--- src/core/slvc_defines.svh ---
`ifndef SLVC_DEFINES_SVH
`define SLVC_DEFINES_SVH

// register offsets (byte addresses, one dword each)
`define SLVC_OFF_SLOT        8'hC8
`define SLVC_OFF_LT0         8'hCC
`define SLVC_OFF_LT1         8'hD0
`define SLVC_OFF_LT2         8'hD4
`define SLVC_OFF_VPD_CTRL    8'hD8
`define SLVC_OFF_PRODUCT_DATA_WORD    8'hDC

// reset values
`define SLVC_SLOT_CTRL_RST   16'h0000
`define SLVC_LT0_RST         32'h0400_1060
`define SLVC_LT1_RST         32'h0000_0000
`define SLVC_LT2_RST         24'h19_0254
`define SLVC_WAIT_RST        8'h00
`define SLVC_WAIT_MS_RST     9'h080
`define SLVC_PRODUCT_DATA_WORD_RST    32'h0000_0000

// writable bits; everything else is reserved and reads zero
`define SLVC_SLOT_CTRL_WMASK 16'h07FF
`define SLVC_LT0_WMASK       32'hFFFF_1FFF
`define SLVC_LT1_WMASK       32'hFFFF_03FF
`define SLVC_D4_WMASK        32'hFF7F_FFFF

// fixed capability header
`define SLVC_VPD_CAP_ID      8'h03
`define SLVC_VPD_NEXT_PTR    8'hF0
`define SLVC_EEPROM_BASE     9'h040

// field positions
`define SLVC_SLOT_HP_INT_EN  5
`define SLVC_LT0_CROSS_LINK  2
`define SLVC_LT0_GOTO_CFG    3
`define SLVC_LT0_DEBUG_SEL   4
`define SLVC_LT2_RX_INVERT   15
`define SLVC_VPD_ADDR_LSB    18
`define SLVC_VPD_ADDR_MSB    23
`define SLVC_VPD_OP_BIT      31

`endif

--- src/core/slvc_pkg.sv ---
package slvc_pkg;

  typedef enum logic [1:0] {
    VPD_IDLE = 2'b01,
    VPD_BUSY = 2'b10
  } slvc_vpd_state_t;

endpackage : slvc_pkg

--- src/core/slvc_regs.sv ---
// Behaviour
// - slot control bits 0..4 are read-write event enables, cleared at reset
// - slot control bit 5 is hot-plug interrupt master enable, reset zero
// - tuning-0 bit 2 enables cross-link, reset zero
// - tuning-0 bit 3 read-write; setting it sends training to Configuration
// - tuning-0 bit 4 selects internal debug mode, reset zero
// - tuning-0 bits 7:5 lane retry count reset 3, bits 12:8 TS1 count reset 16
// - tuning-0 bits 31:16 hold L1 entry timer default, reset 0x0400
// - tuning-2 bits 7:0 clock-recovery time in FTS sets, reset 0x54
// - tuning-2 bits 14:8 L0s exit latency, read-write, reset 2
// - tuning-2 bits 22:16 L1 exit latency, read-write, reset 0x19
// - tuning-2 bit 15 inverts the receive pair polarity, reset zero
// - wait period 0..127 means 128.. ms, 128..255 means 0..127 ms
// - capability dword at 0xD8 returns identifier 0x03 in bits 7:0
// - bits 15:8 of that dword return next pointer 0xF0
// - writing bit 31 as 0 starts EEPROM read; bit reads 0, then 1
// - writing bit 31 as 1 starts EEPROM write; bit reads 1, then 0
// - EEPROM location is the programmed address plus 0x40
// - data register low byte is the addressed byte; byte-enabled access
// - slot bits only mean anything with hot-plug strapped in reverse mode
`timescale 1ns/1ps
`include "slvc_defines.svh"

module slvc_regs
  import slvc_pkg::*;
(
  // clock and reset
  input  wire logic        clk,
  input  wire logic        reset_n,
  // configuration access
  input  wire logic        cfgRead,
  input  wire logic        cfgWrite,
  input  wire logic [7:0]  cfgAddr,
  input  wire logic [3:0]  cfgByteEn,
  input  wire logic [31:0] cfgWriteData,
  output logic      [31:0] cfgReadData,
  output logic             cfgReadValid,
  // strap pins
  input  wire logic        hotPlugStrap,
  input  wire logic        reverseStrap,
  // hot-plug slot pins: button, fault, latch chg, presence chg, cmd done, latch, presence
  input  wire logic [6:0]  slotEvents,
  output logic      [15:0] slotControl,
  output logic             hotPlugIntEnable,
  // link physical layer tuning
  output logic      [31:0] linkTuning0,
  output logic      [31:0] linkTuning1,
  output logic      [23:0] linkTuning2,
  output logic             crossLinkEnable,
  output logic             debugModeSelect,
  output logic             gotoConfigPulse,
  output logic             receivePairInvert,
  output logic      [8:0]  l1WaitMs,
  // eeprom controller
  output logic             eepromReq,
  output logic             eepromWrite,
  output logic      [8:0]  eepromAddr,
  output logic      [31:0] eepromWriteData,
  input  wire logic        eepromAck,
  input  wire logic [31:0] eepromReadData
);

  ////////////////////////////////////////////////////////////////////////////
  // decode helpers

  function automatic logic hitAddr(input logic [7:0] a, input logic [7:0] ofs);
    return a[7:2] == ofs[7:2];
  endfunction : hitAddr

  function automatic logic [31:0] laneMask(input logic [3:0] be);
    return {{8{be[3]}}, {8{be[2]}}, {8{be[1]}}, {8{be[0]}}};
  endfunction : laneMask

  // byte-enabled merge that never touches reserved bits
  function automatic logic [31:0] merge(input logic [31:0] old, input logic [31:0] wd,
                                        input logic [3:0] be, input logic [31:0] wmask);
    logic [31:0] m;
    m = laneMask(be) & wmask;
    return (old & ~m) | (wd & m);
  endfunction : merge

  ////////////////////////////////////////////////////////////////////////////
  // strap and slot pin synchronisers

  logic [1:0] strapMeta;
  logic [1:0] strapSync;
  logic [6:0] slotMeta;
  logic [6:0] slotSync;
  logic       strapTaken;
  logic       hpActive;
  logic [6:0] slotStatus;

  always_ff @(posedge clk or negedge reset_n) begin
    if (!reset_n) begin
      strapMeta <= 2'h0;
      strapSync <= 2'h0;
      slotMeta  <= 7'h00;
      slotSync  <= 7'h00;
    end else begin
      strapMeta <= {reverseStrap, hotPlugStrap};
      strapSync <= strapMeta;
      slotMeta  <= slotEvents;
      slotSync  <= slotMeta;
    end
  end

  // straps caught once, after the synchroniser has filled past reset
  logic [1:0] strapWait;
  always_ff @(posedge clk or negedge reset_n) begin
    if (!reset_n) begin
      strapWait  <= 2'b00;
      strapTaken <= 1'b0;
      hpActive   <= 1'b0;
    end else begin
      strapWait <= {strapWait[0], 1'b1};
      if (strapWait[1] && !strapTaken) begin
        strapTaken <= 1'b1;
        hpActive   <= strapSync[0] & strapSync[1];
      end
    end
  end

  always_ff @(posedge clk or negedge reset_n) begin
    if (!reset_n) begin
      slotStatus <= 7'h00;
    end else begin
      slotStatus <= hpActive ? slotSync : 7'h00;
    end
  end

  ////////////////////////////////////////////////////////////////////////////
  // write strobes

  logic wrSlot;
  logic wrLt0;
  logic wrLt1;
  logic wrD4;
  logic wrVpdCtrl;
  logic wrVpdData;

  assign wrSlot    = cfgWrite && hitAddr(cfgAddr, `SLVC_OFF_SLOT);
  assign wrLt0     = cfgWrite && hitAddr(cfgAddr, `SLVC_OFF_LT0);
  assign wrLt1     = cfgWrite && hitAddr(cfgAddr, `SLVC_OFF_LT1);
  assign wrD4      = cfgWrite && hitAddr(cfgAddr, `SLVC_OFF_LT2);
  assign wrVpdCtrl = cfgWrite && hitAddr(cfgAddr, `SLVC_OFF_VPD_CTRL);
  assign wrVpdData = cfgWrite && hitAddr(cfgAddr, `SLVC_OFF_PRODUCT_DATA_WORD);

  ////////////////////////////////////////////////////////////////////////////
  // slot control

  logic [31:0] slotMerged;
  assign slotMerged = merge({16'h0000, slotControl}, cfgWriteData, cfgByteEn,
                            {16'h0000, `SLVC_SLOT_CTRL_WMASK});

  always_ff @(posedge clk or negedge reset_n) begin
    if (!reset_n) begin
      slotControl <= `SLVC_SLOT_CTRL_RST;
    end else if (wrSlot) begin
      slotControl <= slotMerged[15:0];
    end
  end

  // no hot-plug interrupt unless software armed it on a strapped slot
  assign hotPlugIntEnable = slotControl[`SLVC_SLOT_HP_INT_EN] & hpActive;

  ////////////////////////////////////////////////////////////////////////////
  // link tuning registers

  logic [31:0] lt0Merged;
  logic [31:0] d4Merged;
  logic [7:0]  waitPeriod;

  assign lt0Merged = merge(linkTuning0, cfgWriteData, cfgByteEn, `SLVC_LT0_WMASK);
  assign d4Merged  = merge({waitPeriod, linkTuning2}, cfgWriteData, cfgByteEn,
                           `SLVC_D4_WMASK);

  always_ff @(posedge clk or negedge reset_n) begin
    if (!reset_n) begin
      linkTuning0     <= `SLVC_LT0_RST;
      gotoConfigPulse <= 1'b0;
    end else begin
      gotoConfigPulse <= 1'b0;
      if (wrLt0) begin
        linkTuning0     <= lt0Merged;
        // only a fresh set restarts training; rewriting a 1 does nothing
        gotoConfigPulse <= lt0Merged[`SLVC_LT0_GOTO_CFG] &
                           ~linkTuning0[`SLVC_LT0_GOTO_CFG];
      end
    end
  end

  assign crossLinkEnable = linkTuning0[`SLVC_LT0_CROSS_LINK];
  assign debugModeSelect = linkTuning0[`SLVC_LT0_DEBUG_SEL];

  always_ff @(posedge clk or negedge reset_n) begin
    if (!reset_n) begin
      linkTuning1 <= `SLVC_LT1_RST;
    end else if (wrLt1) begin
      linkTuning1 <= merge(linkTuning1, cfgWriteData, cfgByteEn, `SLVC_LT1_WMASK);
    end
  end

  always_ff @(posedge clk or negedge reset_n) begin
    if (!reset_n) begin
      linkTuning2 <= `SLVC_LT2_RST;
      waitPeriod  <= `SLVC_WAIT_RST;
    end else if (wrD4) begin
      linkTuning2 <= d4Merged[23:0];
      waitPeriod  <= d4Merged[31:24];
    end
  end

  assign receivePairInvert = linkTuning2[`SLVC_LT2_RX_INVERT];

  // low half of the code space maps to the long waits
  always_ff @(posedge clk or negedge reset_n) begin
    if (!reset_n) begin
      l1WaitMs <= `SLVC_WAIT_MS_RST;
    end else begin
      l1WaitMs <= waitPeriod[7] ? {2'b00, waitPeriod[6:0]} : {2'b01, waitPeriod[6:0]};
    end
  end

  ////////////////////////////////////////////////////////////////////////////
  // product data capability and eeprom sequencer

  slvc_vpd_state_t vpdState;
  logic [5:0]      vpdAddr;
  logic            vpdFlag;
  logic [31:0]     vpdData;
  logic [5:0]      startAddr;
  logic            vpdStart;

  // address and operation locked while a cycle runs, so the flag stays honest
  assign vpdStart  = wrVpdCtrl && cfgByteEn[3] && (vpdState == VPD_IDLE);
  assign startAddr = cfgByteEn[2] ? cfgWriteData[`SLVC_VPD_ADDR_MSB:`SLVC_VPD_ADDR_LSB]
                                  : vpdAddr;

  always_ff @(posedge clk or negedge reset_n) begin
    if (!reset_n) begin
      vpdState        <= VPD_IDLE;
      vpdAddr         <= 6'h00;
      vpdFlag         <= 1'b0;
      eepromReq       <= 1'b0;
      eepromWrite     <= 1'b0;
      eepromAddr      <= 9'h000;
      eepromWriteData <= 32'h0000_0000;
    end else begin
      unique case (vpdState)
        VPD_IDLE: begin
          if (wrVpdCtrl && cfgByteEn[2]) begin
            vpdAddr <= startAddr;
          end
          if (vpdStart) begin
            vpdState        <= VPD_BUSY;
            vpdFlag         <= cfgWriteData[`SLVC_VPD_OP_BIT];
            eepromReq       <= 1'b1;
            eepromWrite     <= cfgWriteData[`SLVC_VPD_OP_BIT];
            eepromAddr      <= {1'b0, startAddr, 2'b00} + `SLVC_EEPROM_BASE;
            eepromWriteData <= vpdData;
          end
        end
        VPD_BUSY: begin
          if (eepromAck) begin
            vpdState  <= VPD_IDLE;
            eepromReq <= 1'b0;
            vpdFlag   <= ~vpdFlag;
          end
        end
      endcase
    end
  end

  always_ff @(posedge clk or negedge reset_n) begin
    if (!reset_n) begin
      vpdData <= `SLVC_PRODUCT_DATA_WORD_RST;
    end else if (vpdState == VPD_BUSY && eepromAck && !eepromWrite) begin
      vpdData <= eepromReadData;
    end else if (wrVpdData && vpdState == VPD_IDLE) begin
      vpdData <= merge(vpdData, cfgWriteData, cfgByteEn, 32'hFFFF_FFFF);
    end
  end

  ////////////////////////////////////////////////////////////////////////////
  // read path; unmapped dwords answer zero

  logic [31:0] readValue;

  always_comb begin
    readValue = 32'h0000_0000;
    if (hitAddr(cfgAddr, `SLVC_OFF_SLOT)) begin
      readValue = {9'h000, slotStatus, slotControl};
    end else if (hitAddr(cfgAddr, `SLVC_OFF_LT0)) begin
      readValue = linkTuning0;
    end else if (hitAddr(cfgAddr, `SLVC_OFF_LT1)) begin
      readValue = linkTuning1;
    end else if (hitAddr(cfgAddr, `SLVC_OFF_LT2)) begin
      readValue = {waitPeriod, linkTuning2};
    end else if (hitAddr(cfgAddr, `SLVC_OFF_VPD_CTRL)) begin
      readValue = {vpdFlag, 7'h00, vpdAddr, 2'b00,
                   `SLVC_VPD_NEXT_PTR, `SLVC_VPD_CAP_ID};
    end else if (hitAddr(cfgAddr, `SLVC_OFF_PRODUCT_DATA_WORD)) begin
      readValue = vpdData;
    end
  end

  always_ff @(posedge clk or negedge reset_n) begin
    if (!reset_n) begin
      cfgReadData  <= 32'h0000_0000;
      cfgReadValid <= 1'b0;
    end else begin
      cfgReadValid <= cfgRead;
      if (cfgRead) begin
        cfgReadData <= readValue;
      end
    end
  end
endmodule : slvc_regs

--- config.mk ---
export PLATFORM = sky130hd
export DESIGN_NAME = slvc_regs
export DESIGN_NICKNAME = d
export VERILOG_FILES = /design/src/core/slvc_pkg.sv /design/src/core/slvc_regs.sv
export VERILOG_INCLUDE_DIRS = /design/src /design/src/core
export SDC_FILE = /design/constraint.sdc
export NUM_CORES = 1
export LEC_CHECK = 0
export BUFFER_PORTS_ARGS = -buffer_cell sky130_fd_sc_hd__buf_2
export CAP_MARGIN = 20
export CORE_MARGIN = 3
export CORE_UTILIZATION = 50
export DETAILED_ROUTE_END_ITERATION = 12
export GPL_ROUTABILITY_DRIVEN = 0
export HOLD_SLACK_MARGIN = 0.08
export PLACE_DENSITY_LB_ADDON = 0.3
export SLEW_MARGIN = 0
export SYNTH_ARGS = -nofsm -noshare
export SYNTH_HDL_FRONTEND = slang
export SYNTH_SLANG_ARGS = --single-unit
--- constraint.sdc ---
create_clock -name clk -period 3.1 [get_ports clk]
set_input_delay 0.62 -clock clk [delete_from_list [all_inputs] [get_ports clk]]
set_output_delay 0.62 -clock clk [all_outputs]
set_load 0.01 [all_outputs]
Word level (Yosys, flattened, before mapping)
Index checks and enable logic that the tools add are counted.
{"block": "totals", "register_bits": 267, "input_bits": 90, "out_inout_bits": 194}
{"block": "op_classes", "addsub": 1, "eq_ne": 10, "muxes": 21, "n_bitwise": 25, "n_reduce_logical": 19}
{"operator": "$and 32x32->32", "count": 8}
{"operator": "$mux 32", "count": 8}
{"operator": "$not 32->32", "count": 4}
{"operator": "$or 32x32->32", "count": 4}
{"operator": "$eq 6x6->1 const B", "count": 6}
{"operator": "$and 16x11->16", "count": 1}
{"operator": "$and 16x16->16", "count": 1}
{"operator": "$not 11->16", "count": 1}
{"operator": "$or 16x16->16", "count": 1}
{"operator": "$logic_and 1x1->1", "count": 13}
{"operator": "$add 8x7->9 const B", "count": 1}
{"operator": "$mux 8", "count": 1}
{"operator": "$mux 7", "count": 1}
{"operator": "$mux 6", "count": 1}
{"operator": "$reduce_and 2->1", "count": 3}
{"operator": "$mux 1", "count": 5}
{"operator": "$mux 2", "count": 2}
{"operator": "$ne 2x2->1 const B", "count": 2}
{"operator": "$pmux 1 s2", "count": 2}
{"operator": "$pmux 2 s2", "count": 1}
{"operator": "$and 1x1->1", "count": 3}
{"operator": "$eq 2x1->1 const B", "count": 1}
{"operator": "$eq 2x2->1 const B", "count": 1}
{"operator": "$logic_not 1->1", "count": 2}
{"operator": "other kinds (2)", "count": 3}

Logic depth before layout (Yosys ltp)
Gate-level depths: netlist of the first run.
{"block": "depth", "ltp_word": 7, "depth_mapped": 8, "depth_no_buf": 4}

Worst setup path before layout of the first run
Ideal clock, no wire load.
{"block": "synth_path", "kind": "input to register", "from": "input port cfgAddr[2]", "to": "register (tool-made name)", "t_arrival_ns": 1.760, "path_slack_ns": 1.215, "path_stages": 6, "path_cell_list": "buf_6 nor2_2 nand2_2 buf_2 nor2_1 mux2_2"}
{"item": "start, declared", "line_no": "slvc_regs.sv:33", "text": "input wire logic [7:0] cfgAddr,"}

Worst setup path after layout of the first run
{"block": "layout_path", "from": "input port cfgAddr[3]", "to": "register cfgReadData[16]"}
{"block": "layout_via", "elab_chain_len": 7, "elab_cells_between_ends": 12, "cone_classes": "eq/ne: 6; mux: 6"}
{"item": "$eq 6x6->1", "line_no": "slvc_regs.sv:67", "text": "return a[7:2] == ofs[7:2];"}
{"item": "$mux 32", "line_no": "slvc_regs.sv:302", "text": "end else if (hitAddr(cfgAddr, `SLVC_OFF_PRODUCT_DATA_WORD)) begin"}
{"item": "$mux 32", "line_no": "slvc_regs.sv:299", "text": "end else if (hitAddr(cfgAddr, `SLVC_OFF_VPD_CTRL)) begin"}
{"item": "$mux 32", "line_no": "slvc_regs.sv:297", "text": "end else if (hitAddr(cfgAddr, `SLVC_OFF_LT2)) begin"}
{"item": "$mux 32", "line_no": "slvc_regs.sv:295", "text": "end else if (hitAddr(cfgAddr, `SLVC_OFF_LT1)) begin"}
{"item": "$mux 32", "line_no": "slvc_regs.sv:293", "text": "end else if (hitAddr(cfgAddr, `SLVC_OFF_LT0)) begin"}
{"item": "$mux 32 (*)", "line_no": "slvc_regs.sv:291", "text": "if (hitAddr(cfgAddr, `SLVC_OFF_SLOT)) begin"}
{"item": "end signal, assigned", "line_no": "slvc_regs.sv:314", "text": "cfgReadData <= readValue;"}
{"item": "end, declared", "line_no": "slvc_regs.sv:36", "text": "output logic [31:0] cfgReadData,"}
Every way passes the cells marked *; elsewhere a longest branch is shown, timed or not.
A chain may end at the register's enable or synchronous reset.

==> flow_summary.json, run 1 <==
{
  "routedWlPerCell_um": 22.1,
  "vias_per_cell": 5.73,
  "crit_family": "simple AND/OR/NAND/NOR gates",
  "slew_headroom_pct": 20.1,
  "core_area_um2": 21400,
  "htree_levels": 1,
  "first_pass_iters": 5,
  "cap_violations": 0,
  "ys.flop_type": "dfrtp_1",
  "slew_viol_final": 0,
  "met2_usage_pct": 40.6,
  "use_met1_pct": 35.3,
  "final_antenna_net_count": 0,
  "grt_usage_pct": 25.8,
  "dieHeight_um": 155,
  "power_density_nw_per_um2": 647,
  "drive_gt1_share_pct": 43.7,
  "cpPeakStageDelay_ps": 990,
  "post-dp-hpwl_mm": 22.1,
  "clk_path_buf_depth": 3,
  "final_cells": 1422,
  "status": "completed",
  "crit_buf_inv": 1,
  "synth_seq_cells": 249,
  "insertion_delay_ps": 520,
  "fillers": 1710,
  "synthArstFlopShare_pct": 100,
  "cp_max_fo": 18,
  "ctsResizeCount": 0,
  "ys_seq_area_share_pct": 56.6,
  "portBuffers": 263,
  "worstSetupPathType": "in2reg",
  "synth-edff-count": 0,
  "period_minus_slack_ps": 2220,
  "reg2reg_depth": 3,
  "synth.largest_area_cell": "dfrtp_1",
  "area_growth_pct": 21.6,
  "avgSynthCellArea_um2": 12.7,
  "synthTopCellsByArea": "dfrtp_1, mux2_2, mux2_4, dfstp_2, mux2_1",
  "first_iter_violations": 426,
  "wirelength_mm": 31.4,
  "synth_common_cells": "dfrtp_1, mux2_2, nand2_1",
  "worst_pin_slew_ps": 1190,
  "drc": 0,
  "syn_area_um2": 11000,
  "vias": 8154,
  "gr-max-usage-layer": "met2",
  "grt_max_degree": 78,
  "rrSetupSlack_ps": 1140,
  "cts_buffers": 27,
  "finalNetCount": 1219,
  "yosysWarningCount": 0,
  "finalInstanceArea_um2": 13400,
  "rows": 53,
  "dp_cells": 1374,
  "reg2reg_from": "vpdState[0]",
  "dieArea_um2": 23900,
  "cp_cell_sequence": "buf_2 > nand2b_1 > nor2_1 > a31oi_1 > o31ai_2",
  "synth.most_common_cell": "dfrtp_1",
  "cp-startpoint": "cfgAddr[3]",
  "p_leak_nw": 6.93,
  "grt_pass1_wl_mm": 48.6,
  "end_kind": "flip-flop",
  "crit_required_ps": 3520,
  "worst_ir_drop_vdd_v": 0.000467,
  "start_kind": "primary input",
  "grt_antenna_before_repair": 5,
  "worstSetupPathDepth": 5,
  "slowest_stage": "nor2_1",
  "min_path_type": "in2async",
  "setup_viol": 0,
  "crit_end": "cfgReadData[16]",
  "path_clk_slew_ps": 60,
  "finalSetupTns_ps": 0,
  "io_pins": 284,
  "start_util_pct": 51.7,
  "syn-instance-count": 868,
  "cts_tree": "yes",
  "fmax_ghz": 0.450,
  "die_w_um": 155,
  "dpl_cell_area_um2": 12500,
  "clock_sinks": 249,
  "clock_skew_ps": 11.8,
  "worst_ep_arrival_time_ps": 2640,
  "final-hold-violation-count": 0,
  "synth.distinct_cells": 64,
  "cts_hold_buf": 0,
  "grt_overflow_total": 0,
  "rsz0062_at_grt": "no",
  "cts_setup_buffers": 0,
  "grt_pass1_vias": 8282,
  "clockRootBuffer": "clkbuf_16",
  "fin_crit_sh_pct": 71.7,
  "grt.met3_usage_pct": 6.80,
  "yosys.area.top_type_share_pct": 53.5
}
==> power breakdown <==
part | internal (W) | total, W | leakage [nW] | switching (W)
clock network | 0.00198 | 0.00326 | 0.448 | 0.00127
logic | 0.000572 | 0.00140 | 3.23 | 0.000829
registers | 0.00367 | 0.00402 | 3.25 | 0.000349
==> metrics by stage <==
stage	power (W)	utilization (%)	worst slack (ps)	hold slack, ps
floorplan	0.00489	-	1210	324
global route	0.00908	62.9	867	123
CTS	0.00873	62.9	945	104
global placement	0.00542	58.6	494	331
detailed placement	0.00547	58.6	408	335
finish	0.00868	62.9	878	88.4
==> routing by layer <==
metal  wire length (um)  part of all wire [%]
met5                 46                  0.15
met4                914                   2.9
met3               2940                   9.4
met2              14400                    46
met1              13100                    42
==> worst min-delay path by stage <==
stage,start,endpoint,slack [ps],cells after the start
floorplan,reset_n,asynchronous set/reset pin,320,0
global placement,strapMeta[0],strapSync[0],330,0
detailed placement,slotMeta[3],slotSync[3],330,0
CTS,reset_n,eepromWriteData[21],100,1
global route,reset_n,eepromWriteData[21],120,1
finish,reset_n,eepromWriteData[21],90,1
==> worst reg2reg max path: cells and delay by family, from the launching register on <==
family / cells / cell delay [ps]
AOI/OAI and AO/OA: 2 / 770
and+or+nand+nor: 1 / 460
DFF: 1 / 590
==> cells in the final DEF, fill, tap and decap left out, types with 7 or more instances in the layout <==
master,n
dfrtp_1,236
conb_1,19
clkbuf_16,27
nand3_1,25
and2_1,9
mux2_2,84
inv_1,26
a31oi_1,35
dfstp_2,13
o31ai_1,8
o22ai_1,24
nand2_1,52
buf_2,262
a221oi_1,18
nor2_4,7
nor2b_1,14
mux2i_1,12
buf_4,19
mux2_4,30
a21oi_1,20
o31ai_2,8
mux2_1,24
nor2_1,42
o21ai_0,20
==> final cells by class <==
cell class	count	area, um^2	area share, %
inverter	26	97.6	0.727
timing repair buffer	285	1530	11.4
clock inverter	9	124	0.923
antenna	1	2.50	0.0186
clock buffer	38	777	5.79
sequential	249	6250	46.5
multi-input combinational	539	4310	32.1
tap	275	344	2.56
==> logic make-up (layout without fill, tap and decap cells) <==
logic type / after synthesis / in the layout / share of synthesized area, %
other: 2 / 20 / 0.0680
AOI/OAI and AO/OA: 175 / 175 / 11.7
and+or+nand+nor: 192 / 192 / 10.0
DFF: 249 / 249 / 56.6
muxes: 151 / 151 / 16.4
buffers and inverters: 97 / 358 / 5.06
xor gates and xnor gates: 1 / 1 / 0.0793
adders and majority gates: 1 / 1 / 0.113
No activity file was read; power rests on OpenSTA's default activity.
==> run 2: changes to the inputs <==
--- a/config.mk
+++ b/config.mk
@@ -9,7 +9,7 @@
 export BUFFER_PORTS_ARGS = -buffer_cell sky130_fd_sc_hd__buf_2
 export CAP_MARGIN = 20
 export CORE_MARGIN = 3
-export CORE_UTILIZATION = 50
+export CORE_UTILIZATION = 48
 export DETAILED_ROUTE_END_ITERATION = 12
 export GPL_ROUTABILITY_DRIVEN = 0
 export HOLD_SLACK_MARGIN = 0.08
==> constraint.sdc (replaced) <==
create_clock -name clk -period 1.9 [get_ports clk]
set_input_delay 0.38 -clock clk [delete_from_list [all_inputs] [get_ports clk]]
set_output_delay 0.38 -clock clk [all_outputs]
set_load 0.01 [all_outputs]
==> flow_summary.json, run 2 (same netlist as run 1, synthesis figures left out) <==
{
  "finalSetupTns_ps": 0,
  "grt_usage_pct": 25.2,
  "grt_pass1_wl_mm": 48.5,
  "reg2reg_depth": 5,
  "post-dp-hpwl_mm": 23.1,
  "rsz0062_at_grt": "no",
  "final-hold-violation-count": 0,
  "setup_viol": 0,
  "rrSetupSlack_ps": 130,
  "crit_required_ps": 2330,
  "grt_overflow_total": 0,
  "dpl_cell_area_um2": 13000,
  "path_clk_slew_ps": 60,
  "drive_gt1_share_pct": 45.2,
  "cts_buffers": 27,
  "clock_skew_ps": 15.2,
  "start_util_pct": 49.7,
  "end_kind": "flip-flop",
  "slew_viol_final": 0,
  "utilization_pct": 62.9,
  "cts_setup_buffers": 0,
  "worst_slack_ps": 130,
  "wirelength_mm": 31.7,
  "grt_antenna_before_repair": 1,
  "cap_violations": 0,
  "p_leak_nw": 7.21,
  "grt_max_degree": 65,
  "area_growth_pct": 26.6,
  "power_density_nw_per_um2": 1010,
  "finalInstanceArea_um2": 14000,
  "htree_levels": 1,
  "worstSetupPathType": "reg2reg",
  "routedWlPerCell_um": 21.4,
  "worst_ir_drop_vdd_v": 0.000743,
  "vias": 8329,
  "fin_crit_sh_pct": 93.2,
  "die_w_um": 158,
  "slew_headroom_pct": 29.0,
  "drc": 0,
  "layout_commonest_cell": "buf_2",
  "io_pins": 284,
  "clk_path_buf_depth": 3,
  "dieHeight_um": 158,
  "ff_latch_area_um2": 6250,
  "clock_sinks": 249,
  "min_from": "eepromReadData[5]",
  "fmax_ghz": 0.565,
  "first_pass_iters": 5,
  "multi_input_comb_area_um2": 4310,
  "worst_pin_slew_ps": 1060,
  "rows": 54,
  "final_antenna_net_count": 0,
  "start_kind": "flip-flop",
  "clockRootBuffer": "clkbuf_16",
  "core_area_um2": 22200,
  "mostFrequentLayoutCells": "buf_2, dfrtp_1, mux2_2",
  "vias_per_cell": 5.62,
  "worst_ep_arrival_time_ps": 2200,
  "grt_pass1_vias": 8420,
  "pre_cts_ws_ps": -118,
  "dieArea_um2": 24900,
  "min_path_type": "in2reg",
  "status": "completed",
  "hold_depth": 3,
  "first_iter_violations": 582,
  "period_minus_slack_ps": 1770,
  "fillers": 1774,
  "reg2reg_from": "vpdState[0]",
  "cts_tree": "yes",
  "insertion_delay_ps": 530,
  "portBuffers": 263,
  "cp_max_fo": 16,
  "hold_slack_ps": 104,
  "finalNetCount": 1273
}
## run 2: power breakdown
part	switching, W	internal [W]
clock	0.00203	0.00305
sequential	0.000576	0.00599
combinational	0.00139	0.00105
## run 2: through the flow
step | std cells | total power, W
CTS | 1481 | 0.0142
finish | 1482 | 0.0141
detailed placement | 1423 | 0.00908
global route | 1482 | 0.0148
global placement | 1423 | 0.00899
floorplan | 885 | 0.00798
## run 2: per-layer routing
| layer | routed length (um) | GRT usage [%] |
|---|---|---|
| met1 | 13400 | 34.3 |
| met2 | 14800 | 40.7 |
| met3 | 2370 | 4.89 |
| met4 | 1140 | 8.80 |
| met5 | 0 | 0 |
## run 2: how the worst max path moves through the flow
stage	from	end	depth (start not counted)
finish	vpdState[0]	flip-flop	5
global route	vpdState[0]	flip-flop	5
CTS	vpdState[0]	flip-flop	5
detailed placement	cfgAddr[5]	flip-flop	5
global placement	cfgAddr[5]	flip-flop	5
floorplan	vpdState[0]	eepromAddr[7]	5
## run 2: final cells by class
cell class | count | area share [%]
diodes | 1 | 0.0179
clock buffers | 43 | 5.83
inverters | 26 | 0.698
clock inverters | 5 | 0.376
well taps | 280 | 2.51
multi-input cells | 539 | 30.8
flip-flops and latches | 249 | 44.7
repair buffers | 339 | 15.1
## run 2: worst max-delay path, stage by stage (launching register included)
cell	delay [ps]
dfstp_2	590
and3b_1	250
buf_4	180
a41o_2	410
nor2_1	90
a31oi_1	160
## run 2: repair_timing
item | in CTS | in global routing
endpoints found under the hold margin | 122 | 0
resized for setup | 0 | 0
endpoints found under the setup margin | 0 | 0
hold buffers | 10 | 0
==> run 3: changes to the inputs <==
--- a/config.mk
+++ b/config.mk
@@ -13,7 +13,7 @@
 export DETAILED_ROUTE_END_ITERATION = 12
 export GPL_ROUTABILITY_DRIVEN = 0
 export HOLD_SLACK_MARGIN = 0.08
-export PLACE_DENSITY_LB_ADDON = 0.3
+export PLACE_DENSITY = 0.73
 export SLEW_MARGIN = 0
 export SYNTH_ARGS = -nofsm -noshare
 export SYNTH_HDL_FRONTEND = slang
==> flow_summary.json, run 3 (same netlist as run 1, synthesis figures left out) <==
{
  "die_w_um": 158,
  "rr_endpoint": "vpdAddr[2]",
  "cp-startpoint": "vpdState[0]",
  "min_path_type": "in2reg",
  "clock_skew_ps": 10.3,
  "pwr-share-comb_pct": 16.8,
  "worst_ep_arrival_time_ps": 2140,
  "grt_overflow_total": 0,
  "worst_ir_drop_vdd_v": 0.000695,
  "routedWlPerCell_um": 21.7,
  "end_kind": "flip-flop",
  "min_from": "eepromReadData[11]",
  "p_sw_share_pct": 27.6,
  "core_area_um2": 22200,
  "hold_depth": 3,
  "dieArea_um2": 24900,
  "finalPower_w": 0.0148,
  "cts_buffers": 26,
  "finalNetCount": 1280,
  "cts_tree": "yes",
  "cp_max_fo": 8,
  "insertion_delay_ps": 520,
  "path_clk_slew_ps": 60,
  "dieHeight_um": 158,
  "hold_slack_ps": 104,
  "fmax_ghz": 0.577,
  "reg2reg_depth": 4,
  "status": "completed",
  "fillers": 1709,
  "clk_path_buf_depth": 3,
  "first_pass_iters": 6,
  "final_cells": 1493,
  "cap_violations": 0,
  "clock_sinks": 249,
  "p_sw_w": 0.00409,
  "first_iter_violations": 489,
  "layout_commonest_cell": "buf_2",
  "grt_antenna_before_repair": 6,
  "slew_viol_final": 0,
  "setup_viol": 0,
  "io_pins": 284,
  "grt_pass1_vias": 8636,
  "grt_max_degree": 59,
  "reg2reg_from": "vpdState[0]",
  "worstSetupPathType": "reg2reg",
  "fin_crit_sh_pct": 91.2,
  "crit_required_ps": 2300,
  "rrSetupSlack_ps": 170,
  "final_antenna_net_count": 0,
  "wirelength_mm": 32.5,
  "utilization_pct": 63.8,
  "clockRootBuffer": "clkbuf_16",
  "area_growth_pct": 28.5,
  "drc": 0,
  "period_minus_slack_ps": 1730,
  "final-hold-violation-count": 0,
  "rows": 54,
  "start_util_pct": 49.7,
  "post-dp-hpwl_mm": 23.3,
  "mostFrequentLayoutCells": "buf_2, dfrtp_1, mux2_2",
  "htree_levels": 1,
  "start_kind": "flip-flop",
  "vias": 8467,
  "grt_pass1_wl_mm": 49.7,
  "portBuffers": 263,
  "clkPwrFrac_pct": 38.9,
  "dp_cells": 1430,
  "p_leak_nw": 7.32,
  "grt_usage_pct": 25.6,
  "p_int_w": 0.0107,
  "rsz0062_at_grt": "no",
  "dpl_cell_area_um2": 13100,
  "vias_per_cell": 5.67,
  "drive_gt1_share_pct": 46.1,
  "power_density_nw_per_um2": 1040,
  "finalInstanceArea_um2": 14200,
  "seq_power_share_pct": 44.3
}
-- run 3: worst max-delay path, stage by stage (launching register included) --
cell     delay (ps)
dfstp_2         590
and3b_2         310
buf_4           150
nand4_2         210
mux2_2          350
-- run 3: how the worst max path moves through the flow --
stage,end,cells past startpoint
floorplan,eepromAddr[7],5
global placement,cfgReadData[9],5
detailed placement,cfgReadData[16],5
CTS,vpdAddr[2],4
global route,vpdAddr[2],4
finish,vpdAddr[2],4
-- run 3: through the flow --
step | TNS [ps] | worst slack [ps]
finish | 0 | 167
global route | 0 | 92.5
CTS | 0 | 68.8
detailed placement | -2280 | -140
global placement | -533 | -60.0
floorplan | 0 | 244
-- run 3: power by group through the flow --
stage	sequential [W]	clock [W]	combinational, W
2_1_floorplan	0.00658	0	0.00140
3_3_place_gp	0.00661	0	0.00238
3_5_place_dp	0.00664	0	0.00246
4_1_cts	0.00656	0.00585	0.00250
5_1_grt	0.00664	0.00607	0.00274
6_report	0.00657	0.00577	0.00249
-- run 3: what timing repair did --
action	4_1_cts	5_1_grt
resized for setup	0	1
hold buffers	10	0
setup buffers	0	0
setup endpoints to repair	0	3
hold endpoints to repair	55	0
-- run 3: area by class of cell --
cell class,count,area [um^2],area share [%]
flip-flops and latches,249,6250,44.0
multi-input cells,539,4310,30.4
repair buffers,347,2180,15.4
clock buffers,37,783,5.52
well taps,280,350,2.47
clock inverters,11,211,1.49
inverters,26,97.6,0.688
diodes,4,10.0,0.0705
-- run 3: per-layer routing --
layer	track usage [%]	share of wire, %	vias to the layer above
met5	0	0.083	-
met4	6.98	2.0	4
met3	5.74	8.9	63
met2	43.2	49	416
met1	33.7	40	4204
li1	-	-	3780
